==> src/pkg/mbs_defs.svh <==
// Constants of the serial register-protocol frame handler
`ifndef MBS_DEFS_SVH
`define MBS_DEFS_SVH
`define MBS_FC_RD_HOLD 8'h03
`define MBS_FC_WR_COIL 8'h05
`define MBS_FC_WR_MULTI 8'h10
`define MBS_FC_REP_ID 8'h11
`define MBS_CRC_INIT 16'hFFFF
`define MBS_CRC_POLY 16'hA001
`define MBS_RX_DEPTH 25
`define MBS_RX_CNT_MAX 5'h1F
`define MBS_NUM_HREG 16
`define MBS_HREG_LIMIT 17'h00010
`define MBS_MAX_RD 16'h0010
`define MBS_MAX_WR 16'h0008
`define MBS_REG_FLOW_LO 4'h6
`define MBS_REG_FLOW_HI 4'h7
`define MBS_REG_CONS_LO 4'h8
`define MBS_REG_CONS_HI 4'h9
`define MBS_LEN_RD_REQ 5'h08
`define MBS_LEN_COIL_REQ 5'h08
`define MBS_LEN_ID_REQ 5'h04
`define MBS_WR_HDR 5'h09
`define MBS_ECHO_LEN 6'h06
`define MBS_RD_RSP_HDR 6'h03
`define MBS_ID_RSP_LEN 6'h1D
`define MBS_ID_BYTE_CNT 8'h1A
`define MBS_ID_NAME_OFS 6'h09
`define MBS_COIL_ON 16'hFF00
`define MBS_COIL_OFF 16'h0000
`define MBS_ERR_NONE 8'h00
`define MBS_ERR_RTC 8'h01
`define MBS_ERR_ADC 8'h02
`define MBS_ERR_CFG 8'h04
`define MBS_ERR_FLASH 8'h08
`define MBS_ERR_FLOW 8'h20
`define MBS_ERR_TEMP 8'h30
`define MBS_ERR_RADIO 8'h40
`define MBS_NUM_FAULT 7
`endif

==> src/pkg/mbs_pkg.sv <==
// Types of the serial register-protocol frame handler
`default_nettype none
package mbs_pkg;
	// Received byte with end-of-frame marker
	typedef struct packed {
		logic valid;
		logic eof;
		logic [7:0] data;
	} mbs_rx_s;
	// Transmitted byte
	typedef struct packed {
		logic valid;
		logic [7:0] data;
	} mbs_tx_s;
	// Fault sources: rtc, adc, cfg, flash, flow, temp, radio (bit 0 up)
	typedef logic [6:0] mbs_fault_t;
	typedef enum logic [0:0] {ST_IDLE, ST_SEND} mbs_state_e;
endpackage
`default_nettype wire

==> src/rtl/mbs_slave.sv <==
// Frame handler: parses requests, builds replies, encodes fault codes
`include "mbs_defs.svh"
`default_nettype none
module mbs_slave #(
	parameter logic [15:0] SLAVE_ID = 16'h0001, // Arbitrary value
	parameter logic [15:0] RUN_IND = 16'h00FF,
	parameter logic [15:0] PRODUCT_CODE = 16'h1234, // Arbitrary value
	parameter logic [159:0] PRODUCT_NAME = 160'h466C6F774D657465720000000000000000000000 // Arbitrary value
) (
	// Clock and reset
	input wire logic i_sys_clk,
	input wire logic i_rst,
	// Own address and measurements
	input wire logic [7:0] i_dev_addr,
	input wire logic [31:0] i_flow,
	input wire logic [31:0] i_consumption,
	// Byte link
	input wire mbs_pkg::mbs_rx_s i_rx,
	input wire logic i_tx_ready,
	output mbs_pkg::mbs_tx_s o_tx,
	// Coils and faults
	output logic [15:0] o_coils,
	input wire mbs_pkg::mbs_fault_t i_fault,
	output logic [7:0] o_err_code
);
	mbs_pkg::mbs_state_e state_q;
	logic [7:0] rx_buf_q [0:`MBS_RX_DEPTH-1];
	logic [4:0] rx_cnt_q;
	logic [15:0] rx_crc_q;
	logic [15:0] hreg_q [0:`MBS_NUM_HREG-1];
	logic [5:0] tx_idx_q;
	logic [5:0] tx_len_q;
	logic [15:0] tx_crc_q;
	logic [7:0] fc;
	logic [15:0] start, qty;
	logic [16:0] span;
	logic rd_ok, coil_ok, wr_ok, id_ok, accept, load;
	logic [7:0] pay_byte;
	logic [5:0] off;
	logic [3:0] widx;
	logic [15:0] word;
	logic [5:0] nofs;

	// Modbus CRC-16 byte step
	function automatic logic [15:0] crc_step(input logic [15:0] c, input logic [7:0] b);
		logic [15:0] r;
		r = c ^ {8'h00, b};
		for (int k = 0; k < 8; k++) begin
			r = r[0] ? ((r >> 1) ^ `MBS_CRC_POLY) : (r >> 1);
		end
		return r;
	endfunction

	// Request field decode
	assign fc = rx_buf_q[1];
	assign start = {rx_buf_q[2], rx_buf_q[3]};
	assign qty = {rx_buf_q[4], rx_buf_q[5]};
	assign span = {1'b0, start} + {1'b0, qty};
	assign rd_ok = fc == `MBS_FC_RD_HOLD && rx_cnt_q == `MBS_LEN_RD_REQ && qty != 16'h0000
		&& qty <= `MBS_MAX_RD && span <= `MBS_HREG_LIMIT;
	assign coil_ok = fc == `MBS_FC_WR_COIL && rx_cnt_q == `MBS_LEN_COIL_REQ && start < 16'h0010
		&& (qty == `MBS_COIL_ON || qty == `MBS_COIL_OFF);
	assign wr_ok = fc == `MBS_FC_WR_MULTI && qty != 16'h0000 && qty <= `MBS_MAX_WR
		&& rx_buf_q[6] == {qty[6:0], 1'b0} && rx_cnt_q == `MBS_WR_HDR + {qty[3:0], 1'b0}
		&& span <= `MBS_HREG_LIMIT;
	assign id_ok = fc == `MBS_FC_REP_ID && rx_cnt_q == `MBS_LEN_ID_REQ;
	// Accept only own address with zero CRC residue
	assign accept = state_q == mbs_pkg::ST_IDLE && i_rx.eof && !i_rx.valid && rx_buf_q[0] == i_dev_addr
		&& rx_crc_q == 16'h0000 && (rd_ok || coil_ok || wr_ok || id_ok);

	// Receive buffer and running CRC, idle only
	always_ff @(posedge i_sys_clk) begin
		if (i_rst) begin
			rx_cnt_q <= 5'h00;
			rx_crc_q <= `MBS_CRC_INIT;
		end else if (state_q != mbs_pkg::ST_IDLE || i_rx.eof) begin
			rx_cnt_q <= 5'h00;
			rx_crc_q <= `MBS_CRC_INIT;
		end else if (i_rx.valid) begin
			if (rx_cnt_q < 5'(`MBS_RX_DEPTH)) begin
				rx_buf_q[rx_cnt_q] <= i_rx.data;
			end
			if (rx_cnt_q != `MBS_RX_CNT_MAX) begin
				rx_cnt_q <= rx_cnt_q + 5'h01;
			end
			rx_crc_q <= crc_step(rx_crc_q, i_rx.data);
		end
	end

	// Holding registers, committed only after a good frame
	for (genvar j = 0; j < `MBS_NUM_HREG; j++) begin : g_hreg
		logic [4:0] rel;
		assign rel = 5'(j) - start[4:0];
		always_ff @(posedge i_sys_clk) begin
			if (i_rst) begin
				hreg_q[j] <= 16'h0000;
			end else if (accept && wr_ok && 17'(j) >= {1'b0, start} && 17'(j) < span) begin
				hreg_q[j] <= {rx_buf_q[7 + 2 * rel[2:0]], rx_buf_q[8 + 2 * rel[2:0]]};
			end
		end
	end

	// Coils
	always_ff @(posedge i_sys_clk) begin
		if (i_rst) begin
			o_coils <= 16'h0000;
		end else if (accept && coil_ok) begin
			o_coils[start[3:0]] <= qty == `MBS_COIL_ON;
		end
	end

	// Reply byte selection
	assign off = tx_idx_q - `MBS_RD_RSP_HDR;
	assign widx = start[3:0] + off[4:1];
	assign nofs = tx_idx_q - `MBS_ID_NAME_OFS;
	always_comb begin
		unique case (widx)
			`MBS_REG_FLOW_LO: word = i_flow[15:0];
			`MBS_REG_FLOW_HI: word = i_flow[31:16];
			`MBS_REG_CONS_LO: word = i_consumption[15:0];
			`MBS_REG_CONS_HI: word = i_consumption[31:16];
			default: word = hreg_q[widx];
		endcase
		pay_byte = rx_buf_q[tx_idx_q[2:0]];
		if (fc == `MBS_FC_RD_HOLD && tx_idx_q == 6'h02) begin
			pay_byte = {qty[6:0], 1'b0};
		end else if (fc == `MBS_FC_RD_HOLD && tx_idx_q > 6'h02) begin
			pay_byte = off[0] ? word[7:0] : word[15:8];
		end else if (fc == `MBS_FC_REP_ID && tx_idx_q > 6'h01) begin
			unique case (tx_idx_q)
				6'h02: pay_byte = `MBS_ID_BYTE_CNT;
				6'h03: pay_byte = SLAVE_ID[15:8];
				6'h04: pay_byte = SLAVE_ID[7:0];
				6'h05: pay_byte = RUN_IND[15:8];
				6'h06: pay_byte = RUN_IND[7:0];
				6'h07: pay_byte = PRODUCT_CODE[15:8];
				6'h08: pay_byte = PRODUCT_CODE[7:0];
				default: pay_byte = PRODUCT_NAME[8'(159 - 8 * nofs) -: 8];
			endcase
		end
	end

	assign load = state_q == mbs_pkg::ST_SEND && (!o_tx.valid || i_tx_ready);

	// Frame state and reply length
	always_ff @(posedge i_sys_clk) begin
		if (i_rst) begin
			state_q <= mbs_pkg::ST_IDLE;
			tx_len_q <= 6'h00;
		end else if (accept) begin
			state_q <= mbs_pkg::ST_SEND;
			if (rd_ok) begin
				tx_len_q <= `MBS_RD_RSP_HDR + {qty[4:0], 1'b0};
			end else if (id_ok) begin
				tx_len_q <= `MBS_ID_RSP_LEN;
			end else begin
				tx_len_q <= `MBS_ECHO_LEN;
			end
		end else if (load && tx_idx_q == tx_len_q + 6'h02) begin
			state_q <= mbs_pkg::ST_IDLE;
		end
	end

	// Transmit byte register and CRC
	always_ff @(posedge i_sys_clk) begin
		if (i_rst) begin
			o_tx <= '0;
			tx_idx_q <= 6'h00;
			tx_crc_q <= `MBS_CRC_INIT;
		end else if (accept) begin
			tx_idx_q <= 6'h00;
			tx_crc_q <= `MBS_CRC_INIT;
		end else if (load) begin
			tx_idx_q <= tx_idx_q + 6'h01;
			if (tx_idx_q < tx_len_q) begin
				o_tx <= {1'b1, pay_byte};
				tx_crc_q <= crc_step(tx_crc_q, pay_byte);
			end else if (tx_idx_q == tx_len_q) begin
				o_tx <= {1'b1, tx_crc_q[7:0]};
			end else if (tx_idx_q == tx_len_q + 6'h01) begin
				o_tx <= {1'b1, tx_crc_q[15:8]};
			end else begin
				o_tx <= '0;
			end
		end
	end

	// Fault pin synchronisers; accepted once stages two and three agree
	mbs_pkg::mbs_fault_t flt_q;
	for (genvar f = 0; f < `MBS_NUM_FAULT; f++) begin : g_flt
		logic s1_q, s2_q, s3_q;
		always_ff @(posedge i_sys_clk) begin
			if (i_rst) begin
				s1_q <= 1'b0;
				s2_q <= 1'b0;
				s3_q <= 1'b0;
				flt_q[f] <= 1'b0;
			end else begin
				s1_q <= i_fault[f];
				s2_q <= s1_q;
				s3_q <= s2_q;
				if (s2_q == s3_q) begin
					flt_q[f] <= s3_q;
				end
			end
		end
	end

	// Fault code, first listed source wins
	always_ff @(posedge i_sys_clk) begin
		if (i_rst) begin
			o_err_code <= `MBS_ERR_NONE;
		end else if (flt_q[0]) begin
			o_err_code <= `MBS_ERR_RTC;
		end else if (flt_q[1]) begin
			o_err_code <= `MBS_ERR_ADC;
		end else if (flt_q[2]) begin
			o_err_code <= `MBS_ERR_CFG;
		end else if (flt_q[3]) begin
			o_err_code <= `MBS_ERR_FLASH;
		end else if (flt_q[4]) begin
			o_err_code <= `MBS_ERR_FLOW;
		end else if (flt_q[5]) begin
			o_err_code <= `MBS_ERR_TEMP;
		end else if (flt_q[6]) begin
			o_err_code <= `MBS_ERR_RADIO;
		end else begin
			o_err_code <= `MBS_ERR_NONE;
		end
	end
endmodule
`default_nettype wire

==> config.mk <==
export PLATFORM = sky130hd
export DESIGN_NAME = mbs_slave
export DESIGN_NICKNAME = d
export VERILOG_FILES = /design/src/pkg/mbs_pkg.sv /design/src/rtl/mbs_slave.sv
export VERILOG_INCLUDE_DIRS = /design/src /design/src/pkg
export SDC_FILE = /design/constraint.sdc
export NUM_CORES = 1
export LEC_CHECK = 0
export ABC_AREA = 1
export BUFFER_PORTS_ARGS = -buffer_cell sky130_fd_sc_hd__clkbuf_2
export CAP_MARGIN = 5
export CORE_UTILIZATION = 35
export DETAILED_ROUTE_END_ITERATION = 10
export PLACE_DENSITY_LB_ADDON = 0.25
export SYNTH_ARGS = -nofsm -noshare
export SYNTH_HDL_FRONTEND = slang
export SYNTH_SLANG_ARGS = --single-unit
==> constraint.sdc <==
create_clock -name i_sys_clk -period 8.6 [get_ports i_sys_clk]
set_input_delay 1.72 -clock i_sys_clk [delete_from_list [all_inputs] [get_ports i_sys_clk]]
set_output_delay 1.72 -clock i_sys_clk [all_outputs]
set_load 0.01 [all_outputs]
# == After elaboration in Yosys (flattened, before gate mapping) ==
# Memory sizes are Yosys's and may differ from the RTL's. A register that Yosys moved wholly into a read port is not among the register bits.
# Cells that the tools add are included.
# word_totals
wordCells,410
in_bits,92
mem_count,2
ramBits,456
ff_bits,110
# memory_table
name,words,width,rd,rd_clocked_by_memory_dff,write_ports,line_no,text
hreg_q,16,16,1,0,16,mbs_slave.sv:30,logic [15:0] hreg_q [0:`MBS_NUM_HREG-1];
rx_buf_q,25,8,40,1,1,mbs_slave.sv:27,logic [7:0] rx_buf_q [0:`MBS_RX_DEPTH-1];
# op_classes
bitwise_logic,36
n_lt_le_gt_ge,42
n_shift,1
mux,112
n_addsub,59
eq_ne,32
n_reduce_logical,82
# ops
op,count
16-bit two-way mux,32
"167-bit by 9-bit indexed part select with 8-bit output, first input constant",1
"4-bit by 17-bit < comparator with 1-bit output, first input constant",8
"4-bit by 16-bit >= comparator with 1-bit output, first input constant",8
"3-bit by 4-bit adder with 5-bit output, first input constant",16
"4-bit by 4-bit adder with 5-bit output, first input constant",16
"3-bit by 17-bit < comparator with 1-bit output, first input constant",4
"3-bit by 16-bit >= comparator with 1-bit output, first input constant",4
16-bit case mux with 4 select lines,1
1-bit two-way mux,59
1-bit logical AND,58
2-bit inverter with 3-bit output,16
8-bit case mux with 6 select lines,1
"1-bit by 17-bit < comparator with 1-bit output, first input constant",2
"2-bit by 17-bit < comparator with 1-bit output, first input constant",2
"1-bit by 16-bit >= comparator with 1-bit output, first input constant",2
"2-bit by 16-bit >= comparator with 1-bit output, first input constant",2
16-bit logical NOT,2
8-bit two-way mux,4
16-bit by 8-bit bitwise XOR with 16-bit output,2
9-bit two-way mux,3
"6-bit by 3-bit == test with 1-bit output, second input constant",4
"3-bit subtractor, first input constant",8
6-bit == test,3
57 further kinds,106

# == Logic depth before layout (Yosys ltp) ==
# logic_depth
depth_word,24
ltp_mapped,33

# == Least setup slack after synthesis ==
# Ideal clock, no wire load.
# synth_timing
path_kind,register to register
start,reg tx_idx_q[0]
end,reg tx_crc_q[0]
stages_incl_launch_ff,30
setup_time_ps,122
n_path_buf,4
slack_ps,4393
arrival_time_ps,4085
cell_sequence,dfxtp_1 > inv_1 > clkbuf_1 > clkbuf_1 > ha_1 > ha_1 > inv_1 > fa_1 > nor2_1 > buf_2 > buf_1 > nand4_1 > nand2_1 > nor2_1 > nand2_1 > nand3_1 > nand2_1 > nand2_1 > nand2_1 > nand2_1 > nand2_1 > nand2_1 > nand3_1 > nand2_2 > inv_2 > nand2_1 > nand3_1 > nand3_2 > nand2_1 > nand3_1
# synth_via
elab_chain_len,17
word_cells_on_any_way,47
cone_classes,4 x add/sub; 3 x order compare; 11 x eq/ne; 1 x shift; 14 x mux; 8 x bitwise; 5 x reduce/logical; 1 x memory
# synth_lines
element,line_no,text
from (decl),mbs_slave.sv:31,logic [5:0] tx_idx_q;
from (signal assigned),mbs_slave.sv:174,tx_idx_q <= tx_idx_q + 6'h01;
5-bit by 4-bit subtractor with 5-bit output (no source line) *,--,
via nofs[0],mbs_slave.sv:42,logic [5:0] nofs;
8-bit subtractor *,mbs_slave.sv:138,default: pay_byte = PRODUCT_NAME[8'(159 - 8 * nofs) -: 8];
167-bit by 9-bit indexed part select with 8-bit output *,mbs_slave.sv:138,
8-bit case mux with 6 select lines *,mbs_slave.sv:130,unique case (tx_idx_q)
8-bit two-way mux *,mbs_slave.sv:129,end else if (fc == `MBS_FC_REP_ID && tx_idx_q > 6'h01) begin
8-bit two-way mux *,mbs_slave.sv:127,end else if (fc == `MBS_FC_RD_HOLD && tx_idx_q > 6'h02) begin
8-bit two-way mux *,mbs_slave.sv:125,if (fc == `MBS_FC_RD_HOLD && tx_idx_q == 6'h02) begin
16-bit by 8-bit bitwise XOR with 16-bit output *,mbs_slave.sv:47,"r = c ^ {8'h00, b};"
16-bit two-way mux * (6 in series),mbs_slave.sv:49,r = r[0] ? ((r >> 1) ^ `MBS_CRC_POLY) : (r >> 1);
2-bit inverter with 3-bit output (no source line) or 16-bit two-way mux (tied branches),--,
16-bit two-way mux * (2 in series),mbs_slave.sv:49,
to (signal assigned),mbs_slave.sv:169,tx_crc_q <= `MBS_CRC_INIT;
to (signal assigned),mbs_slave.sv:172,tx_crc_q <= `MBS_CRC_INIT;
to (signal assigned),mbs_slave.sv:177,"tx_crc_q <= crc_step(tx_crc_q, pay_byte);"
to (decl),mbs_slave.sv:33,logic [15:0] tx_crc_q;
# Mark *: on every way through the listed nets, which the timed path passes. The rest lies on a longest branch.
# A chain may end at the register's enable or synchronous reset.

# == Final worst setup path ==
# layout_timing
start,reg tx_idx_q[0]
end,reg tx_crc_q[0]
# layout_via
elab_chain_len,17
word_cells_on_any_way,47
cone_classes,4 x add/sub; 3 x order compare; 11 x eq/ne; 1 x shift; 14 x mux; 8 x bitwise; 5 x reduce/logical; 1 x memory
# layout_lines
element,line_no,text
5-bit by 2-bit subtractor with 5-bit output (no source line) *,--,
via off[1],mbs_slave.sv:39,logic [5:0] off;
4-bit adder *,mbs_slave.sv:114,assign widx = start[3:0] + off[4:1];
"memory 16 x 16 bit, or another cell as far along",--,
16-bit case mux with 4 select lines *,mbs_slave.sv:117,unique case (widx)
8-bit two-way mux *,mbs_slave.sv:128,pay_byte = off[0] ? word[7:0] : word[15:8];
8-bit two-way mux *,mbs_slave.sv:127,
8-bit two-way mux *,mbs_slave.sv:125,
16-bit by 8-bit bitwise XOR with 16-bit output *,mbs_slave.sv:47,
16-bit two-way mux * (6 in series),mbs_slave.sv:49,
2-bit inverter with 3-bit output (no source line) or 16-bit two-way mux (tied branches),--,
16-bit two-way mux * (2 in series),mbs_slave.sv:49,
# Marks and branches as above.

==> results.toml <==
[die]
fp.dieArea_sq_um = 102000
die_h_um = 319
dieWidth_um = 319
boundaryPins = 125
core_area_sq_um = 99000
initial_utilization_pct = 35.5
rows = 115

[timing]
fin_crit_sh_pct = 71.2
rsz0062_at_grt = "false"
max_slew_margin_pct = 12.8
hold_viol = 0
finalWorstPathRequiredPeriod_ns = 6.13
worst_slack_ns = 2.47
finalSetupViolCount = 0
fmax_mhz = 163
clock_skew_ns = 0.0358
final-max-slew-violation-count = 0
tightest_slew_ns = 1.30
finalSetupTns_ns = 0

[routing]
ant_nets = 0
post_drt_wl_per_cell_um = 21.1
drt_wl_total_um = 126000
drt-pass1-iter-count = 6
vias_per_cell = 5.34
drtIter0Drc = 3963
drc = 0
num_vias = 31858

[global_routing]
grt_max_degree = 180
overflow = 0
grt_pass1_vias = 28656
grt_pass1_wl_um = 184000
groute.usage.overall_pct = 24.1
antenna_found_initial = 3

[final_layout]
diodes = 0
area_growth_pct = 11.1
nets = 4777
post-route-util_pct = 39.5
final_cell_mix = "nand2_1, o21ai_0, nor2_1"
multi_input_area_sq_um = 16000
regArea_sq_um = 16700
drive_gt1_share_pct = 8.00
fillerInstances = 10216
mostFrequentLayoutCell = "nand2_1"

[yosys]
seq_area_frac_synth_pct = 47.4
synth_top_area_share_pct = 41.0
synth_area_leaders = "edfxtp_1, nand2_1, o21ai_0, dfxtp_1, nor2_1"
synth_flop_cell = "edfxtp_1"
async_flop_share_pct = 0
synth_edf_count = 480
netlist_area_sq_um = 35200
synth_cell_types = 61
yosysWarnings = 0
yosys.area.top_type = "edfxtp_1"
ys_ff_latch = 593
netlist_instances = 4617
syn_avg_cell_area_sq_um = 7.62

[setup_path]
crit_required_ns = 9.07
critPathMaxFanout = 43
crit_arrival_ns = 6.59
crit_type = "register to register"
slowest_delay_ns = 1.00
r2r-end = "tx_crc_q[0]$_SDFFE_PP1P_"
path_common_cell = "nand2_1"
ff2ff_setup_slack_ns = 2.47
endpoint_kind = "register"
r2r_cells = 32
crit_path_start_kind = "register"
cpMaxStageDelayCell = "fa_1"
rr_startpoint = "tx_idx_q[0]$_SDFFE_PP0P_"

[power_and_ir_drop]
peakVddDrop_mv = 0.115
clockPowerShare_pct = 46.8
total_power_mw = 6.46
p_sw_share_pct = 22.3
p_comb_share_pct = 3.5
seq_power_share_pct = 49.7
powerDensity_nw_per_um2 = 165
power_switching_mw = 1.44
p_leak_nw = 16.2
p_int_mw = 5.02

[clock_tree]
clk_latency_ns = 0.63
clock_tree.buffer_depth = 3
cts_hold_buffers = 0
cts_resized = 0
path_clk_slew_ns = 0.06
cts_tree = "built"
cts_buffers = 71
clk_root_buffer_cell = "clkbuf_16"
post_cts_buffers = 0
htreeDepth = 3
clkSinkCount = 593

[flow_run]
cap_violations = 0

[hold_path]
worstHoldPathCells = 2
hold_path.class = "register to register"
worstHoldStart = "g_flt[4].s1_q$_SDFF_PP0_"
worstHoldEndpoint = "g_flt[4].s2_q$_SDFF_PP0_"

[place]
finalWeightedCongestion = 0.948
port_buffers = 123
hpwlAfterDp_um = 91700
pre_cts_slack_ns = 2.56

[outcome]
run_status = "finished clean"
==> final cells by class <==
type	count	area share, %
Clock buffer	88	4.87
Timing Repair Buffer	161	2.34
Sequential cell	593	42.7
Multi-Input combinational cell	3382	41.0
Clock inverter	36	0.999
Inverter	417	4.01
Tap cell	1287	4.12
==> sequential cells by signal (all words and copies together) (netlist names), named ones only <==
name        flops
hreg_q        256
rx_buf_q      224
o_coils        16
rx_crc_q       16
tx_crc_q       16
o_tx            9
flt_q           7
g_flt.s1_q      7
g_flt.s2_q      7
g_flt.s3_q      7
o_err_code      7
tx_idx_q        6
tx_len_q        6
rx_cnt_q        5
state_q         1
==> per-stage QoR <==
stage          area (sq um)  cells  hold slack, ns
3_3_place_gp          36800   5840           0.390
4_1_cts               39100   5964           0.401
6_report              39100   5964           0.399
5_1_grt               39100   5964           0.425
2_1_floorplan         35200   4633           0.388
3_5_place_dp          36800   5840           0.393
==> cell usage after synthesis (3+ instances only) <==
library cell,n
nand2_2,19
inv_1,404
clkbuf_1,153
a31oi_1,5
o21ai_0,607
or2_2,13
nor2_4,3
buf_2,46
o211ai_1,43
o2111ai_1,3
xor2_1,36
nand2_1,1407
buf_4,4
inv_2,10
xnor2_1,16
nor3_1,21
nand3_1,241
dfxtp_1,113
nand4_4,5
a21oi_1,137
ha_1,57
a211oi_1,12
o221ai_1,8
edfxtp_1,480
buf_1,28
nand3_2,15
o22ai_1,7
nor4_1,29
buf_6,9
nor3_2,5
o31ai_1,4
nor2_2,15
nand4_1,110
nor2_1,516
==> metal layers <==
metal | track usage (%) | vias to the layer above | share of wire (%) | wire [um]
met1 | 35.1 | 14887 | 45 | 57100
met5 | 0 | - | 0.010 | 13
met3 | 4.22 | 148 | 9.2 | 11500
li1 | - | 15355 | - | -
met4 | 5.83 | 2 | 2.0 | 2550
met2 | 36.7 | 1466 | 43 | 54500
==> how the worst max path moves through the flow <==
stage	from	endpoint	depth (start not counted)
2_1_floorplan	tx_idx_q[0]$_SDFFE_PP0P_	tx_crc_q[0]$_SDFFE_PP1P_	29
3_3_place_gp	tx_idx_q[0]$_SDFFE_PP0P_	tx_crc_q[0]$_SDFFE_PP1P_	32
3_5_place_dp	tx_idx_q[0]$_SDFFE_PP0P_	tx_crc_q[0]$_SDFFE_PP1P_	32
4_1_cts	tx_idx_q[0]$_SDFFE_PP0P_	tx_crc_q[0]$_SDFFE_PP1P_	32
5_1_grt	tx_idx_q[0]$_SDFFE_PP0P_	tx_crc_q[0]$_SDFFE_PP1P_	32
6_report	tx_idx_q[0]$_SDFFE_PP0P_	tx_crc_q[0]$_SDFFE_PP1P_	32
==> cells by family (layout without fill, tap and decap cells) <==
group	count (synthesis)	count (layout)	synth area share [%]
AND/OR/NAND/NOR	2410	2410	28.9
AO/OA/AOI/OAI	842	842	12.7
buffers and inverters	658	702	7.43
flip-flops	593	593	47.4
adder cells (fa/ha/maj)	59	59	2.14
XOR/XNOR	54	54	1.39
other	1	17	0.0107
==> worst max-delay path, delay by kind of cell, from the launching register on <==
| family | cells | cell delay (ns) |
|---|---|---|
| simple gates | 21 | 2.35 |
| fa+ha+maj | 3 | 1.57 |
| buf+inv | 6 | 1.52 |
| flops | 1 | 0.30 |
| compound gates | 2 | 0.18 |
==> power groups by stage <==
stage                     Clock [mW]  Combinational [mW]  Sequential (mW)
after global placement             0               0.228             3.27
after global routing            3.16               0.252             3.21
after floorplan                    0               0.124             3.25
after CTS                       3.06               0.230             3.21
after detailed placement           0               0.229             3.27
final                           3.02               0.229             3.21
Note: power is estimated with default switching activity, not from simulation.
